### src/logic/arfw_pkg.sv
// Operation
// - right justify: bits 9:8 high, 7:0 low
// - right justify upper six: sign or zero
// - left justify: 9:2 high, 1:0 at 7:6
// - code scaled 10 single, 10 differential bits (two's complement)
// - compare each new result, set window flag
// - limits loaded as separate high/low bytes
// - inside or outside chosen by limit values
package arfw_pkg;
	localparam logic [7:0] OFF_RES_HI = 8'h00;
	localparam logic [7:0] OFF_RES_LO = 8'h04;
	localparam logic [7:0] OFF_GT_HI = 8'h08;
	localparam logic [7:0] OFF_GT_LO = 8'h0c;
	localparam logic [7:0] OFF_LT_HI = 8'h10;
	localparam logic [7:0] OFF_LT_LO = 8'h14;
	localparam logic [7:0] OFF_CTRL = 8'h18;
	localparam logic [7:0] OFF_STATUS = 8'h1c;
	localparam logic [7:0] OFF_MASK = 8'h20;
	localparam int CTRL_LJ_BIT = 0;
	localparam int CTRL_DIFF_BIT = 1;
	localparam int ST_WIN_BIT = 0;
	localparam int ST_DONE_BIT = 1;
	localparam logic [7:0] LIMIT_RST = 8'h00;
	localparam logic [1:0] RESP_OKAY = 2'b00;
	localparam logic [1:0] RESP_SLVERR = 2'b10;
	localparam int RES_W = 10;
endpackage : arfw_pkg

### src/logic/arfw_format.sv
`timescale 1ns/100ps
`default_nettype none
module arfw_format
	import arfw_pkg::*;
(
	// conversion result and format
	input wire logic [arfw_pkg::RES_W-1:0] result,
	input wire logic left_justify,
	input wire logic differential,
	// formatted word
	output logic [15:0] word
);
	always_comb begin
		if (left_justify) begin
			word = {result, 6'h00};
		end else begin
			// differential code is two's complement on 10 bits
			word = {{6{differential & result[9]}}, result};
		end
	end
endmodule : arfw_format
`default_nettype wire

### src/logic/arfw_window.sv
`timescale 1ns/100ps
`default_nettype none
module arfw_window
	import arfw_pkg::*;
(
	// formatted result and limits
	input wire logic [15:0] word,
	input wire logic [15:0] upper_limit,
	input wire logic [15:0] lower_limit,
	input wire logic signed_cmp,
	// comparison outcome
	output logic hit
);
	function automatic logic less(input logic [15:0] a, input logic [15:0] b, input logic s);
		less = s ? ($signed(a) < $signed(b)) : (a < b);
	endfunction : less
	logic lt_above_gt;
	logic below_lt;
	logic above_gt;
	always_comb begin
		lt_above_gt = less(upper_limit, lower_limit, signed_cmp);
		below_lt = less(word, lower_limit, signed_cmp);
		above_gt = less(upper_limit, word, signed_cmp);
		// limit order alone selects inside or outside detection
		if (lt_above_gt) begin
			hit = below_lt & above_gt;
		end else begin
			hit = below_lt | above_gt;
		end
	end
endmodule : arfw_window
`default_nettype wire

### src/logic/arfw_top.sv
// The register addresses and the AXI4-Lite interface to the registers were decided locally.
`timescale 1ns/100ps
`default_nettype none
module arfw_top
	import arfw_pkg::*;
(
	// clock and reset
	input wire logic aclk,
	input wire logic aresetn,
	// converter core
	input wire logic [arfw_pkg::RES_W-1:0] conv_result,
	input wire logic conv_valid,
	// axi4-lite write address
	input wire logic awvalid,
	output logic awready,
	input wire logic [7:0] awaddr,
	input wire logic [2:0] awprot,
	// axi4-lite write data
	input wire logic wvalid,
	output logic wready,
	input wire logic [31:0] wdata,
	input wire logic [3:0] wstrb,
	// axi4-lite write response
	output logic bvalid,
	input wire logic bready,
	output logic [1:0] bresp,
	// axi4-lite read address
	input wire logic arvalid,
	output logic arready,
	input wire logic [7:0] araddr,
	input wire logic [2:0] arprot,
	// axi4-lite read data
	output logic rvalid,
	input wire logic rready,
	output logic [31:0] rdata,
	output logic [1:0] rresp,
	// interrupt
	output logic irq
);
	import arfw_pkg::*;

	logic [15:0] data_word;
	logic [15:0] upper_limit;
	logic [15:0] lower_limit;
	logic left_justify;
	logic differential;
	logic [1:0] status;
	logic [1:0] mask;
	logic have_result;
	logic [15:0] fmt_word;
	logic win_hit;
	logic aw_held;
	logic w_held;
	logic [7:0] aw_addr_q;
	logic [31:0] w_data_q;
	logic [3:0] w_strb_q;
	logic wr_fire;
	logic rd_fire;
	logic rd_status;
	logic [31:0] next_rdata;
	logic next_rerr;
	logic wr_err;
	logic [15:0] new_word;
	logic new_hit;

	arfw_format arfw_format_i (
		.result(conv_result),
		.left_justify(left_justify),
		.differential(differential),
		.word(fmt_word)
	);

	arfw_window arfw_window_i (
		.word(fmt_word),
		.upper_limit(upper_limit),
		.lower_limit(lower_limit),
		.signed_cmp(differential),
		.hit(win_hit)
	);

	// write channels accepted independently, in either order
	assign awready = !aw_held && !bvalid;
	assign wready = !w_held && !bvalid;
	assign wr_fire = aw_held && w_held && !bvalid;

	always_ff @(posedge aclk) begin
		if (!aresetn) begin
			aw_held <= 1'b0;
			w_held <= 1'b0;
			aw_addr_q <= 8'h00;
			w_data_q <= 32'h0000_0000;
			w_strb_q <= 4'h0;
		end else begin
			if (awvalid && awready) begin
				aw_held <= 1'b1;
				aw_addr_q <= awaddr;
			end else if (wr_fire) begin
				aw_held <= 1'b0;
			end
			if (wvalid && wready) begin
				w_held <= 1'b1;
				w_data_q <= wdata;
				w_strb_q <= wstrb;
			end else if (wr_fire) begin
				w_held <= 1'b0;
			end
		end
	end

	always_comb begin
		case (aw_addr_q)
			OFF_RES_HI, OFF_RES_LO, OFF_GT_HI, OFF_GT_LO, OFF_LT_HI, OFF_LT_LO, OFF_CTRL, OFF_STATUS,
			OFF_MASK: begin
				wr_err = 1'b0;
			end
			default: begin
				wr_err = 1'b1;
			end
		endcase
	end

	always_ff @(posedge aclk) begin
		if (!aresetn) begin
			bvalid <= 1'b0;
			bresp <= RESP_OKAY;
		end else if (wr_fire) begin
			bvalid <= 1'b1;
			bresp <= wr_err ? RESP_SLVERR : RESP_OKAY;
		end else if (bready) begin
			bvalid <= 1'b0;
		end
	end

	// limit bytes are separate registers, each written through byte lane 0
	always_ff @(posedge aclk) begin
		if (!aresetn) begin
			upper_limit <= {LIMIT_RST, LIMIT_RST};
			lower_limit <= {LIMIT_RST, LIMIT_RST};
			left_justify <= 1'b0;
			differential <= 1'b0;
			mask <= 2'b00;
		end else if (wr_fire && w_strb_q[0]) begin
			case (aw_addr_q)
				OFF_GT_HI: upper_limit[15:8] <= w_data_q[7:0];
				OFF_GT_LO: upper_limit[7:0] <= w_data_q[7:0];
				OFF_LT_HI: lower_limit[15:8] <= w_data_q[7:0];
				OFF_LT_LO: lower_limit[7:0] <= w_data_q[7:0];
				OFF_CTRL: begin
					left_justify <= w_data_q[CTRL_LJ_BIT];
					differential <= w_data_q[CTRL_DIFF_BIT];
				end
				OFF_MASK: mask <= w_data_q[1:0];
				default: begin
				end
			endcase
		end
	end

	// result bytes are software writable; a new conversion overwrites
	always_comb begin
		new_word = data_word;
		if (wr_fire && w_strb_q[0] && aw_addr_q == OFF_RES_HI) begin
			new_word[15:8] = w_data_q[7:0];
		end
		if (wr_fire && w_strb_q[0] && aw_addr_q == OFF_RES_LO) begin
			new_word[7:0] = w_data_q[7:0];
		end
		if (conv_valid) begin
			new_word = fmt_word;
		end
	end

	always_ff @(posedge aclk) begin
		if (!aresetn) begin
			data_word <= 16'h0000;
			have_result <= 1'b0;
		end else begin
			data_word <= new_word;
			if (conv_valid) begin
				have_result <= 1'b1;
			end
		end
	end

	// compare every new result as it arrives
	assign new_hit = conv_valid && win_hit;

	// read answers one cycle after the address is taken
	assign arready = !rvalid;
	assign rd_fire = arvalid && arready;
	assign rd_status = rd_fire && araddr == OFF_STATUS;

	always_comb begin
		next_rdata = 32'h0000_0000;
		next_rerr = 1'b0;
		case (araddr)
			OFF_RES_HI: next_rdata[7:0] = data_word[15:8];
			OFF_RES_LO: next_rdata[7:0] = data_word[7:0];
			OFF_GT_HI: next_rdata[7:0] = upper_limit[15:8];
			OFF_GT_LO: next_rdata[7:0] = upper_limit[7:0];
			OFF_LT_HI: next_rdata[7:0] = lower_limit[15:8];
			OFF_LT_LO: next_rdata[7:0] = lower_limit[7:0];
			OFF_CTRL: next_rdata[1:0] = {differential, left_justify};
			OFF_STATUS: next_rdata[1:0] = status;
			OFF_MASK: next_rdata[1:0] = mask;
			default: next_rerr = 1'b1;
		endcase
	end

	always_ff @(posedge aclk) begin
		if (!aresetn) begin
			rvalid <= 1'b0;
			rdata <= 32'h0000_0000;
			rresp <= RESP_OKAY;
		end else if (rd_fire) begin
			rvalid <= 1'b1;
			rdata <= next_rdata;
			rresp <= next_rerr ? RESP_SLVERR : RESP_OKAY;
		end else if (rready) begin
			rvalid <= 1'b0;
		end
	end

	// sticky status; a new event in the clearing read's cycle survives
	always_ff @(posedge aclk) begin
		if (!aresetn) begin
			status <= 2'b00;
		end else begin
			status[ST_WIN_BIT] <= new_hit || (status[ST_WIN_BIT] && !rd_status);
			status[ST_DONE_BIT] <= conv_valid || (status[ST_DONE_BIT] && !rd_status);
		end
	end

	assign irq = |(status & mask);

	a_right_format: assert property (@(posedge aclk) disable iff (!aresetn)
		conv_valid && !left_justify |=> data_word[9:0] == $past(conv_result)
		&& data_word[15:10] == {6{$past(differential) & $past(conv_result[9])}})
		else $error("right justified word wrong");
	a_sign_fill: assert property (@(posedge aclk) disable iff (!aresetn)
		conv_valid && !left_justify && !differential |=> data_word[15:10] == 6'h00)
		else $error("single ended fill not zero");
	a_left_format: assert property (@(posedge aclk) disable iff (!aresetn)
		conv_valid && left_justify |=> data_word == {$past(conv_result), 6'h00})
		else $error("left justified word wrong");
	a_diff_range: assert property (@(posedge aclk) disable iff (!aresetn)
		have_result && differential && !left_justify && $past(conv_valid)
		|-> $signed(data_word) >= -16'sd512 && $signed(data_word) <= 16'sd511)
		else $error("differential code out of range");
	a_window_set: assert property (@(posedge aclk) disable iff (!aresetn)
		conv_valid && win_hit |=> status[ST_WIN_BIT])
		else $error("window flag not set on hit");
	a_window_quiet: assert property (@(posedge aclk) disable iff (!aresetn)
		!conv_valid && (rd_status || !status[ST_WIN_BIT]) |=> !status[ST_WIN_BIT])
		else $error("window flag set without hit");
	a_limit_load: assert property (@(posedge aclk) disable iff (!aresetn)
		wr_fire && w_strb_q[0] && aw_addr_q == OFF_LT_LO |=> lower_limit[7:0] == $past(w_data_q[7:0]))
		else $error("limit byte not loaded");
	a_inside_mode: assert property (@(posedge aclk) disable iff (!aresetn)
		conv_valid && !differential && lower_limit > upper_limit && fmt_word > upper_limit
		&& fmt_word < lower_limit |=> status[ST_WIN_BIT])
		else $error("inside window missed");
	a_outside_mode: assert property (@(posedge aclk) disable iff (!aresetn)
		conv_valid && !differential && lower_limit <= upper_limit && fmt_word <= upper_limit
		&& fmt_word >= lower_limit |-> !win_hit)
		else $error("outside window false hit");
	// one answer per request, and flag upkeep around the status read
	a_bresp_once: assert property (@(posedge aclk) disable iff (!aresetn)
		bvalid && bready |=> !bvalid)
		else $error("write response repeated");
	a_rresp_once: assert property (@(posedge aclk) disable iff (!aresetn)
		rvalid && rready |=> !rvalid)
		else $error("read response repeated");
	a_done_set: assert property (@(posedge aclk) disable iff (!aresetn)
		conv_valid |=> status[ST_DONE_BIT])
		else $error("done flag not set");
	a_read_clear: assert property (@(posedge aclk) disable iff (!aresetn)
		rd_status && !conv_valid |=> status == 2'b00)
		else $error("status not cleared by read");
	a_irq_raise: assert property (@(posedge aclk) disable iff (!aresetn)
		status[ST_WIN_BIT] && mask[ST_WIN_BIT] |-> irq)
		else $error("unmasked flag without interrupt");
	a_irq_quiet: assert property (@(posedge aclk) disable iff (!aresetn)
		status == 2'b00 |-> !irq)
		else $error("interrupt without flag");
	a_gt_hi_load: assert property (@(posedge aclk) disable iff (!aresetn)
		wr_fire && w_strb_q[0] && aw_addr_q == OFF_GT_HI |=> upper_limit[15:8] == $past(w_data_q[7:0]))
		else $error("upper high byte not loaded");
	a_gt_lo_load: assert property (@(posedge aclk) disable iff (!aresetn)
		wr_fire && w_strb_q[0] && aw_addr_q == OFF_GT_LO |=> upper_limit[7:0] == $past(w_data_q[7:0]))
		else $error("upper low byte not loaded");
	a_lt_hi_load: assert property (@(posedge aclk) disable iff (!aresetn)
		wr_fire && w_strb_q[0] && aw_addr_q == OFF_LT_HI |=> lower_limit[15:8] == $past(w_data_q[7:0]))
		else $error("lower high byte not loaded");
	a_strobe_off: assert property (@(posedge aclk) disable iff (!aresetn)
		wr_fire && !w_strb_q[0] |=> $stable(upper_limit) && $stable(lower_limit))
		else $error("limit written without strobe");
	a_inside_diff: assert property (@(posedge aclk) disable iff (!aresetn)
		conv_valid && differential && $signed(lower_limit) > $signed(upper_limit)
		&& $signed(fmt_word) > $signed(upper_limit) && $signed(fmt_word) < $signed(lower_limit) |=> status[ST_WIN_BIT])
		else $error("signed inside window missed");
	a_outside_hit: assert property (@(posedge aclk) disable iff (!aresetn)
		conv_valid && !differential && lower_limit <= upper_limit
		&& (fmt_word < lower_limit || fmt_word > upper_limit) |-> win_hit)
		else $error("outside window missed");
	a_result_take: assert property (@(posedge aclk) disable iff (!aresetn)
		conv_valid |=> data_word == $past(fmt_word))
		else $error("new result not taken");
endmodule : arfw_top
`default_nettype wire

### config.mk
export PLATFORM = sky130hd
export DESIGN_NAME = arfw_top
export DESIGN_NICKNAME = d
export VERILOG_FILES = /design/src/logic/arfw_pkg.sv /design/src/logic/arfw_format.sv /design/src/logic/arfw_window.sv /design/src/logic/arfw_top.sv
export SDC_FILE = /design/constraint.sdc
export NUM_CORES = 1
export LEC_CHECK = 0
export BUFFER_PORTS_ARGS = -buffer_cell sky130_fd_sc_hd__buf_2
export CAP_MARGIN = 25
export CORE_MARGIN = 3
export CORE_UTILIZATION = 50
export CTS_BUF_LIST = sky130_fd_sc_hd__clkbuf_4 sky130_fd_sc_hd__clkbuf_8 sky130_fd_sc_hd__clkbuf_16
export CTS_CLUSTER_DIAMETER = 200
export DETAILED_ROUTE_END_ITERATION = 8
export HOLD_SLACK_MARGIN = 0.02
export PLACE_DENSITY_LB_ADDON = 0.1
export SYNTH_ARGS = -nofsm -noshare
export SYNTH_HDL_FRONTEND = slang
export SYNTH_SLANG_ARGS = --single-unit
### constraint.sdc
create_clock -name aclk -period 2.56 [get_ports aclk]
set_input_delay 0.256 -clock aclk [delete_from_list [all_inputs] [get_ports aclk]]
set_output_delay 0.256 -clock aclk [all_outputs]
set_load 0.02 [all_outputs]
==> impl_metrics.env, run 1 <==
export IMPL_synth_top_family_by_area="simple AND/OR/NAND/NOR gates"
export IMPL_r2r_cells=12
export IMPL_critPathBufInv=3
export IMPL_clk_pin_slew_ns=0.10
export IMPL_fin_nets=803
export IMPL_synth_common_cells="dfxtp_1, nand2_1, ha_1, mux2i_1, inv_1"
export IMPL_grtUsageMet1=0.329
export IMPL_grt_max_degree=35
export IMPL_synthXorXnorAreaFrac=0.00329
export IMPL_die_w_um=109
export IMPL_cts_root_buf="clkbuf_8"
export IMPL_seqCellArea_sq_mm=0.00171
export IMPL_wl_um=14900
export IMPL_vdd_drop_max_v=0.000261
export IMPL_status="complete, no violations"
export IMPL_synthArstFlopShare=0
export IMPL_muxShareOfSynthArea=0.142
export IMPL_n_antenna_cell=0
export IMPL_setup_violations=0
export IMPL_finalCritPeriodShare=0.996
export IMPL_dp_hpwl_um=11200
export IMPL_yosysMostFrequentCell="dfxtp_1"
export IMPL_setup_tns_final_ns=0
export IMPL_p_leak_nw=2.92
export IMPL_ys_seq_area_frac=0.319
export IMPL_cap_violations=0
export IMPL_cp_max_fo=8
export IMPL_critical_path_class="flip-flop to flip-flop"
export IMPL_ys_ff_latch=85
export IMPL_yosys_top_cells_area="dfxtp_1, ha_1, mux2i_1"
export IMPL_routedWlPerCell_um=18.1
export IMPL_place_inst=803
export IMPL_core_area_sq_mm=0.0103
export IMPL_cellPowerDensity_mw_per_mm2=453
export IMPL_synthAdderAreaFrac=0.108
export IMPL_synth_edff_count=0
export IMPL_first_iter_violations=221
export IMPL_hold_class="input port to flip-flop"
export IMPL_setup_worst_path_start="left_justify$_SDFFE_PN0P_"
export IMPL_cts_buffers=9
export IMPL_stdcell_count=822
export IMPL_worstPathCellList="buf_8, mux2i_4, inv_2, ha_4, a211o_1, o211ai_1, buf_4, a211oi_2, a211oi_2, xnor2_1, maj3_2, a31o_2"
export IMPL_clockBufferDepth=2
export IMPL_cp_common_cell="a211oi_2"
export IMPL_max_freq_ghz=0.392
export IMPL_postRouteAntennaNets=0
export IMPL_cts_tree="built"
export IMPL_start_util=0.516
export IMPL_cp_data_arrival_time_ns=2.81
export IMPL_antenna_found_initial=0
export IMPL_worstMarginPinSlew_ns=0.696
export IMPL_crit_path_max_incr_delay_ns=0.39
export IMPL_yosys_area_share_simple=0.184
export IMPL_chipHeight_um=109
export IMPL_hold_viol_final=0
export IMPL_top_usage_layer="met2"
export IMPL_worstReg2RegEnd="status[0]$_SDFF_PN0_"
export IMPL_grt_pass1_vias=4399
export IMPL_io_buffers=58
export IMPL_rrSetupSlack_ns=0.01
export IMPL_max_slew_margin=0.536
export IMPL_htreeDepth=3
export IMPL_reg2reg_from="left_justify$_SDFFE_PN0P_"
export IMPL_yosys_warnings=0
export IMPL_gr_usage_met3=0.0367
export IMPL_avgViaCountPerCell=5.55
export IMPL_fp_row_count=37
export IMPL_clkSinkCount=85
export IMPL_grt_overflow=0
export IMPL_cp_end_kind="flip-flop"
export IMPL_synth_distinct_cells=58
export IMPL_vias=4563
export IMPL_cts_hold_buf=0
export IMPL_synth_ff_type="dfxtp_1"
export IMPL_cp_top_family="compound AO/OA/AOI/OAI gates"
export IMPL_worstPathRequired_ns=2.82
export IMPL_multi_input_area_sq_mm=0.00345
export IMPL_slowest_stage="dfxtp_4"
export IMPL_fin_skew_ns=0.0191
export IMPL_gp_congestion=0.901
export IMPL_period_minus_slack_ns=2.55
export IMPL_grt_use_total=0.256
export IMPL_syn_avg_cell_area_sq_um=8.68
export IMPL_drv_slew=0
export IMPL_use_met2=0.421
export IMPL_drive_gt1_frac=0.242
export IMPL_yosysTopAreaCell="dfxtp_1"
export IMPL_pin_count=118
export IMPL_synthToLayoutAreaGrowth_pct=16.5
export IMPL_drtPass1Iterations=5
export IMPL_syn_area_sq_mm=0.00533
export IMPL_rsz0062_at_grt="true"
export IMPL_dieArea_sq_mm=0.0119
export IMPL_postSynthCellCount=614
export IMPL_synth_top_area_share=0.319
export IMPL_clock_latency_ns=0.37
export IMPL_synth_compound_area_frac=0.156
export IMPL_grt_pass1_wl_um=23100
export IMPL_crit_cells=12
export IMPL_start_kind="flip-flop"
export IMPL_fillers=926
export IMPL_crit_end="status[0]$_SDFF_PN0_"
export IMPL_drc=0
state kept, by name (all words and copies together) (netlist names), 2 cells and up:
name and count:
lower_limit 16, rdata 8, status 2, aw_addr_q 8, data_word 16, upper_limit 16
mask 2, w_data_q 8
timing repair:
item,CTS,global route
setup endpoints to repair,1,1
gates resized for setup,17,27
setup buffers,2,2
pin swaps,4,14
power breakdown:
| part | switching, mW | internal, mW |
|---|---|---|
| clock network | 0.537 | 0.458 |
| logic | 0.238 | 0.158 |
| registers | 0.0541 | 1.37 |
final cells by class:
class / instances / area share
Timing Repair Buffer: 90 / 0.0878
Tap cell: 136 / 0.0274
Multi-Input combinational cell: 458 / 0.556
Inverter: 38 / 0.0230
Clock buffer: 9 / 0.0199
Sequential cell: 85 / 0.275
Clock inverter: 6 / 0.0115
cells in the final DEF, fill, tap and decap left out, drive strengths merged, types with 14 or more instances in the layout:
cell    instances
o21ai          21
nand2          73
nor2           37
mux2i          45
buf            90
a21oi          34
dfxtp          85
mux2           17
ha             45
a21boi         14
o211a          15
conb           26
nor2b          20
inv            41
per-layer routing:
layer,routed length [um],up-vias
li1,-,2239
met1,6400,2186
met2,7430,109
met3,686,29
met4,399,0
met5,0,-
worst reg2reg max path, delay by kind of cell (launching register included):
kind            cells  cell delay (ns)
xor+xnor            1             0.11
fa+ha+maj           2             0.45
flops               1             0.39
buf+inv             3             0.37
mux                 1             0.25
compound gates      5             0.87
kinds of logic (layout without fill, tap and decap cells):
kind of cell / count (synthesis) / count (layout)
AND/OR/NAND/NOR: 193 / 193
AO/OA/AOI/OAI: 124 / 124
buffers and inverters: 96 / 143
flip-flops: 85 / 85
multiplexers: 67 / 67
adder cells (fa/ha/maj): 46 / 46
XOR/XNOR: 2 / 2
other: 1 / 26
per-stage QoR:
| step | total power, mW | hold slack, ns | setup WS, ns | utilization | instance area, sq um |
|---|---|---|---|---|---|
| 6_report | 2.82 | 0.0492 | 0.0114 | 0.602 | 6210 |
| 3_5_place_dp | 1.83 | 0.448 | -0.163 | 0.559 | 5780 |
| 4_1_cts | 2.82 | 0.0456 | 0.0288 | 0.588 | 6070 |
| 3_3_place_gp | 1.82 | 0.441 | -0.119 | 0.559 | 5780 |
| 5_1_grt | 2.93 | 0.0497 | -0.0903 | 0.602 | 6210 |
| 2_1_floorplan | 1.73 | 0.355 | 0.0254 | - | 5430 |
worst min-delay path by stage:
stage | from | endpoint | slack (ns) | cells after the start
4_1_cts | rready | rvalid$_SDFFE_PN0P_ | 0.05 | 2
3_5_place_dp | rready | rvalid$_SDFFE_PN0P_ | 0.45 | 2
2_1_floorplan | rready | rvalid$_SDFFE_PN0P_ | 0.36 | 1
6_report | rready | rvalid$_SDFFE_PN0P_ | 0.05 | 2
5_1_grt | rready | rvalid$_SDFFE_PN0P_ | 0.05 | 2
3_3_place_gp | rready | rvalid$_SDFFE_PN0P_ | 0.44 | 2
No activity file was read; power rests on OpenSTA's default activity.
==> run 2, diff against run 1 <==
--- a/config.mk
+++ b/config.mk
@@ -13,7 +13,7 @@
 export CTS_CLUSTER_DIAMETER = 200
 export DETAILED_ROUTE_END_ITERATION = 8
 export HOLD_SLACK_MARGIN = 0.02
-export PLACE_DENSITY_LB_ADDON = 0.1
+export PLACE_DENSITY = 0.85
 export SYNTH_ARGS = -nofsm -noshare
 export SYNTH_HDL_FRONTEND = slang
 export SYNTH_SLANG_ARGS = --single-unit
==> impl_metrics.env, run 2 (synthesized netlist as in run 1, its figures left out) <==
export IMPL_chipHeight_um=109
export IMPL_hold_viol_final=0
export IMPL_clockBufferDepth=2
export IMPL_dp_hpwl_um=11000
export IMPL_p_leak_nw=2.94
export IMPL_cts_tree="built"
export IMPL_start_kind="flip-flop"
export IMPL_slowest_stage="dfxtp_4"
export IMPL_cap_violations=0
export IMPL_finalCritPeriodShare=1.01
export IMPL_cellPowerDensity_mw_per_mm2=451
export IMPL_cp_data_arrival_time_ns=2.87
export IMPL_drc=0
export IMPL_rsz0062_at_grt="true"
export IMPL_grt_overflow=0
export IMPL_cp_max_fo=7
export IMPL_setup_violations=1
export IMPL_drtPass1Iterations=6
export IMPL_drv_slew=0
export IMPL_max_slew_margin=0.578
export IMPL_final_cell_mix="dfxtp_1, nand2_1, buf_2"
export IMPL_vdd_drop_max_v=0.000400
export IMPL_status="finished, violations left"
export IMPL_rrSetupSlack_ns=-0.04
export IMPL_clkSinkCount=85
export IMPL_worstPathCellList="buf_6, mux2i_4, buf_4, buf_4, ha_1, nand2_2, o21ai_0, a2bb2oi_1, a31o_2, maj3_2, a31o_2"
export IMPL_drive_gt1_frac=0.255
export IMPL_cp_end_kind="flip-flop"
export IMPL_clk_pin_slew_ns=0.10
export IMPL_mostFrequentLayoutCell="dfxtp_1"
export IMPL_fin_nets=809
export IMPL_fillers=823
export IMPL_pre_cts_ws_ns=-0.265
export IMPL_failed_checks="negative setup slack"
export IMPL_wl_um=14900
export IMPL_n_antenna_cell=0
export IMPL_finalWorstSetupSlack_ns=-0.0372
export IMPL_grt_pass1_wl_um=22600
export IMPL_critical_path_class="flip-flop to flip-flop"
export IMPL_period_minus_slack_ns=2.60
export IMPL_clock_latency_ns=0.37
export IMPL_cts_root_buf="clkbuf_8"
export IMPL_cts_hold_buf=0
export IMPL_worstPathRequired_ns=2.83
export IMPL_top_regs="data_word (16), lower_limit (16), upper_limit (16)"
export IMPL_start_util=0.516
export IMPL_setup_tns_final_ns=-0.0372
export IMPL_dieArea_sq_mm=0.0119
export IMPL_pin_count=118
export IMPL_first_iter_violations=451
export IMPL_vias=4856
export IMPL_grt_use_total=0.247
export IMPL_routedWlPerCell_um=17.9
export IMPL_seqCellArea_sq_mm=0.00171
export IMPL_fp_row_count=37
export IMPL_core_area_sq_mm=0.0103
export IMPL_crit_path_max_incr_delay_ns=0.38
export IMPL_gp_congestion=0.982
export IMPL_grt_max_degree=35
export IMPL_multi_input_area_sq_mm=0.00346
export IMPL_synthToLayoutAreaGrowth_pct=17.6
export IMPL_fin_skew_ns=0.0130
export IMPL_timing_hold_ws_ns=0.0566
export IMPL_htreeDepth=3
export IMPL_die_w_um=109
export IMPL_grt_pass1_vias=4567
export IMPL_postRouteAntennaNets=0
export IMPL_antenna_found_initial=0
export IMPL_hold_class="input port to flip-flop"
export IMPL_cts_buffers=9
export IMPL_max_freq_ghz=0.385
export IMPL_avgViaCountPerCell=5.86
export IMPL_io_buffers=58
export IMPL_worstMarginPinSlew_ns=0.633
==> run 2: cell count changes in the layout (fill, tap and decap cells not counted), sizes merged <==
cell	previous run	this run
clkinvlp	1	2
buf	90	96
==> run 2: worst max-delay path, delay by kind of cell (launching register included) <==
kind	cells	cell delay, ns
and+or+nand+nor	1	0.07
DFF	1	0.38
adders and majority gates	2	0.58
muxes	1	0.18
AOI/OAI and AO/OA	4	0.88
buffers and inverters	3	0.40
==> run 2: through the flow <==
stage / instance area, sq um / util / total power, mW / cells
after CTS: 6140 / 0.595 / 2.81 / 828
final: 6270 / 0.607 / 2.83 / 829
after floorplan: 5430 / - / 1.73 / 639
after global placement: 5820 / 0.564 / 1.81 / 809
after global routing: 6270 / 0.607 / 2.94 / 829
after detailed placement: 5820 / 0.564 / 1.82 / 809
==> run 2: area by class of cell <==
class,count,share of cell area
Tap cell,136,0.0271
Inverter,38,0.0228
Multi-Input combinational cell,458,0.553
Clock buffer,9,0.0198
Timing Repair Buffer,96,0.0930
Sequential cell,85,0.272
Clock inverter,7,0.0126
==> run 2: repair_timing <==
item / 4_1_cts / 5_1_grt
gates resized for setup: 25 / 19
setup buffers: 3 / 1
pin swaps: 4 / 11
endpoints found under the setup margin: 1 / 1
==> run 2: worst paths after layout <==
kind / endpoint / startpoint / cells past startpoint
worst max-delay path: status[0]$_SDFF_PN0_ / left_justify$_SDFFE_PN0P_ / 11
worst min-delay path: rvalid$_SDFFE_PN0P_ / rready / 2
worst min register to register: w_strb_q[0]$_SDFFE_PN0P_ / w_strb_q[0]$_SDFFE_PN0P_ / 2
worst max register to register: status[0]$_SDFF_PN0_ / left_justify$_SDFFE_PN0P_ / 11
==> run 2: report_power, final <==
group | switching, mW | total, mW | internal [mW]
logic | 0.241 | 0.401 | 0.160
clock network | 0.541 | 1.00 | 0.463
registers | 0.0544 | 1.43 | 1.37
total | 0.836 | 2.83 | 1.99
==> run 2: per-layer routing <==
metal	vias to the layer above	part of all wire	GRT usage
met5	-	0	0
met4	0	0.056	0.134
met3	70	0.082	0.0397
met2	272	0.49	0.425
met1	2253	0.38	0.294
li1	2261	-	-
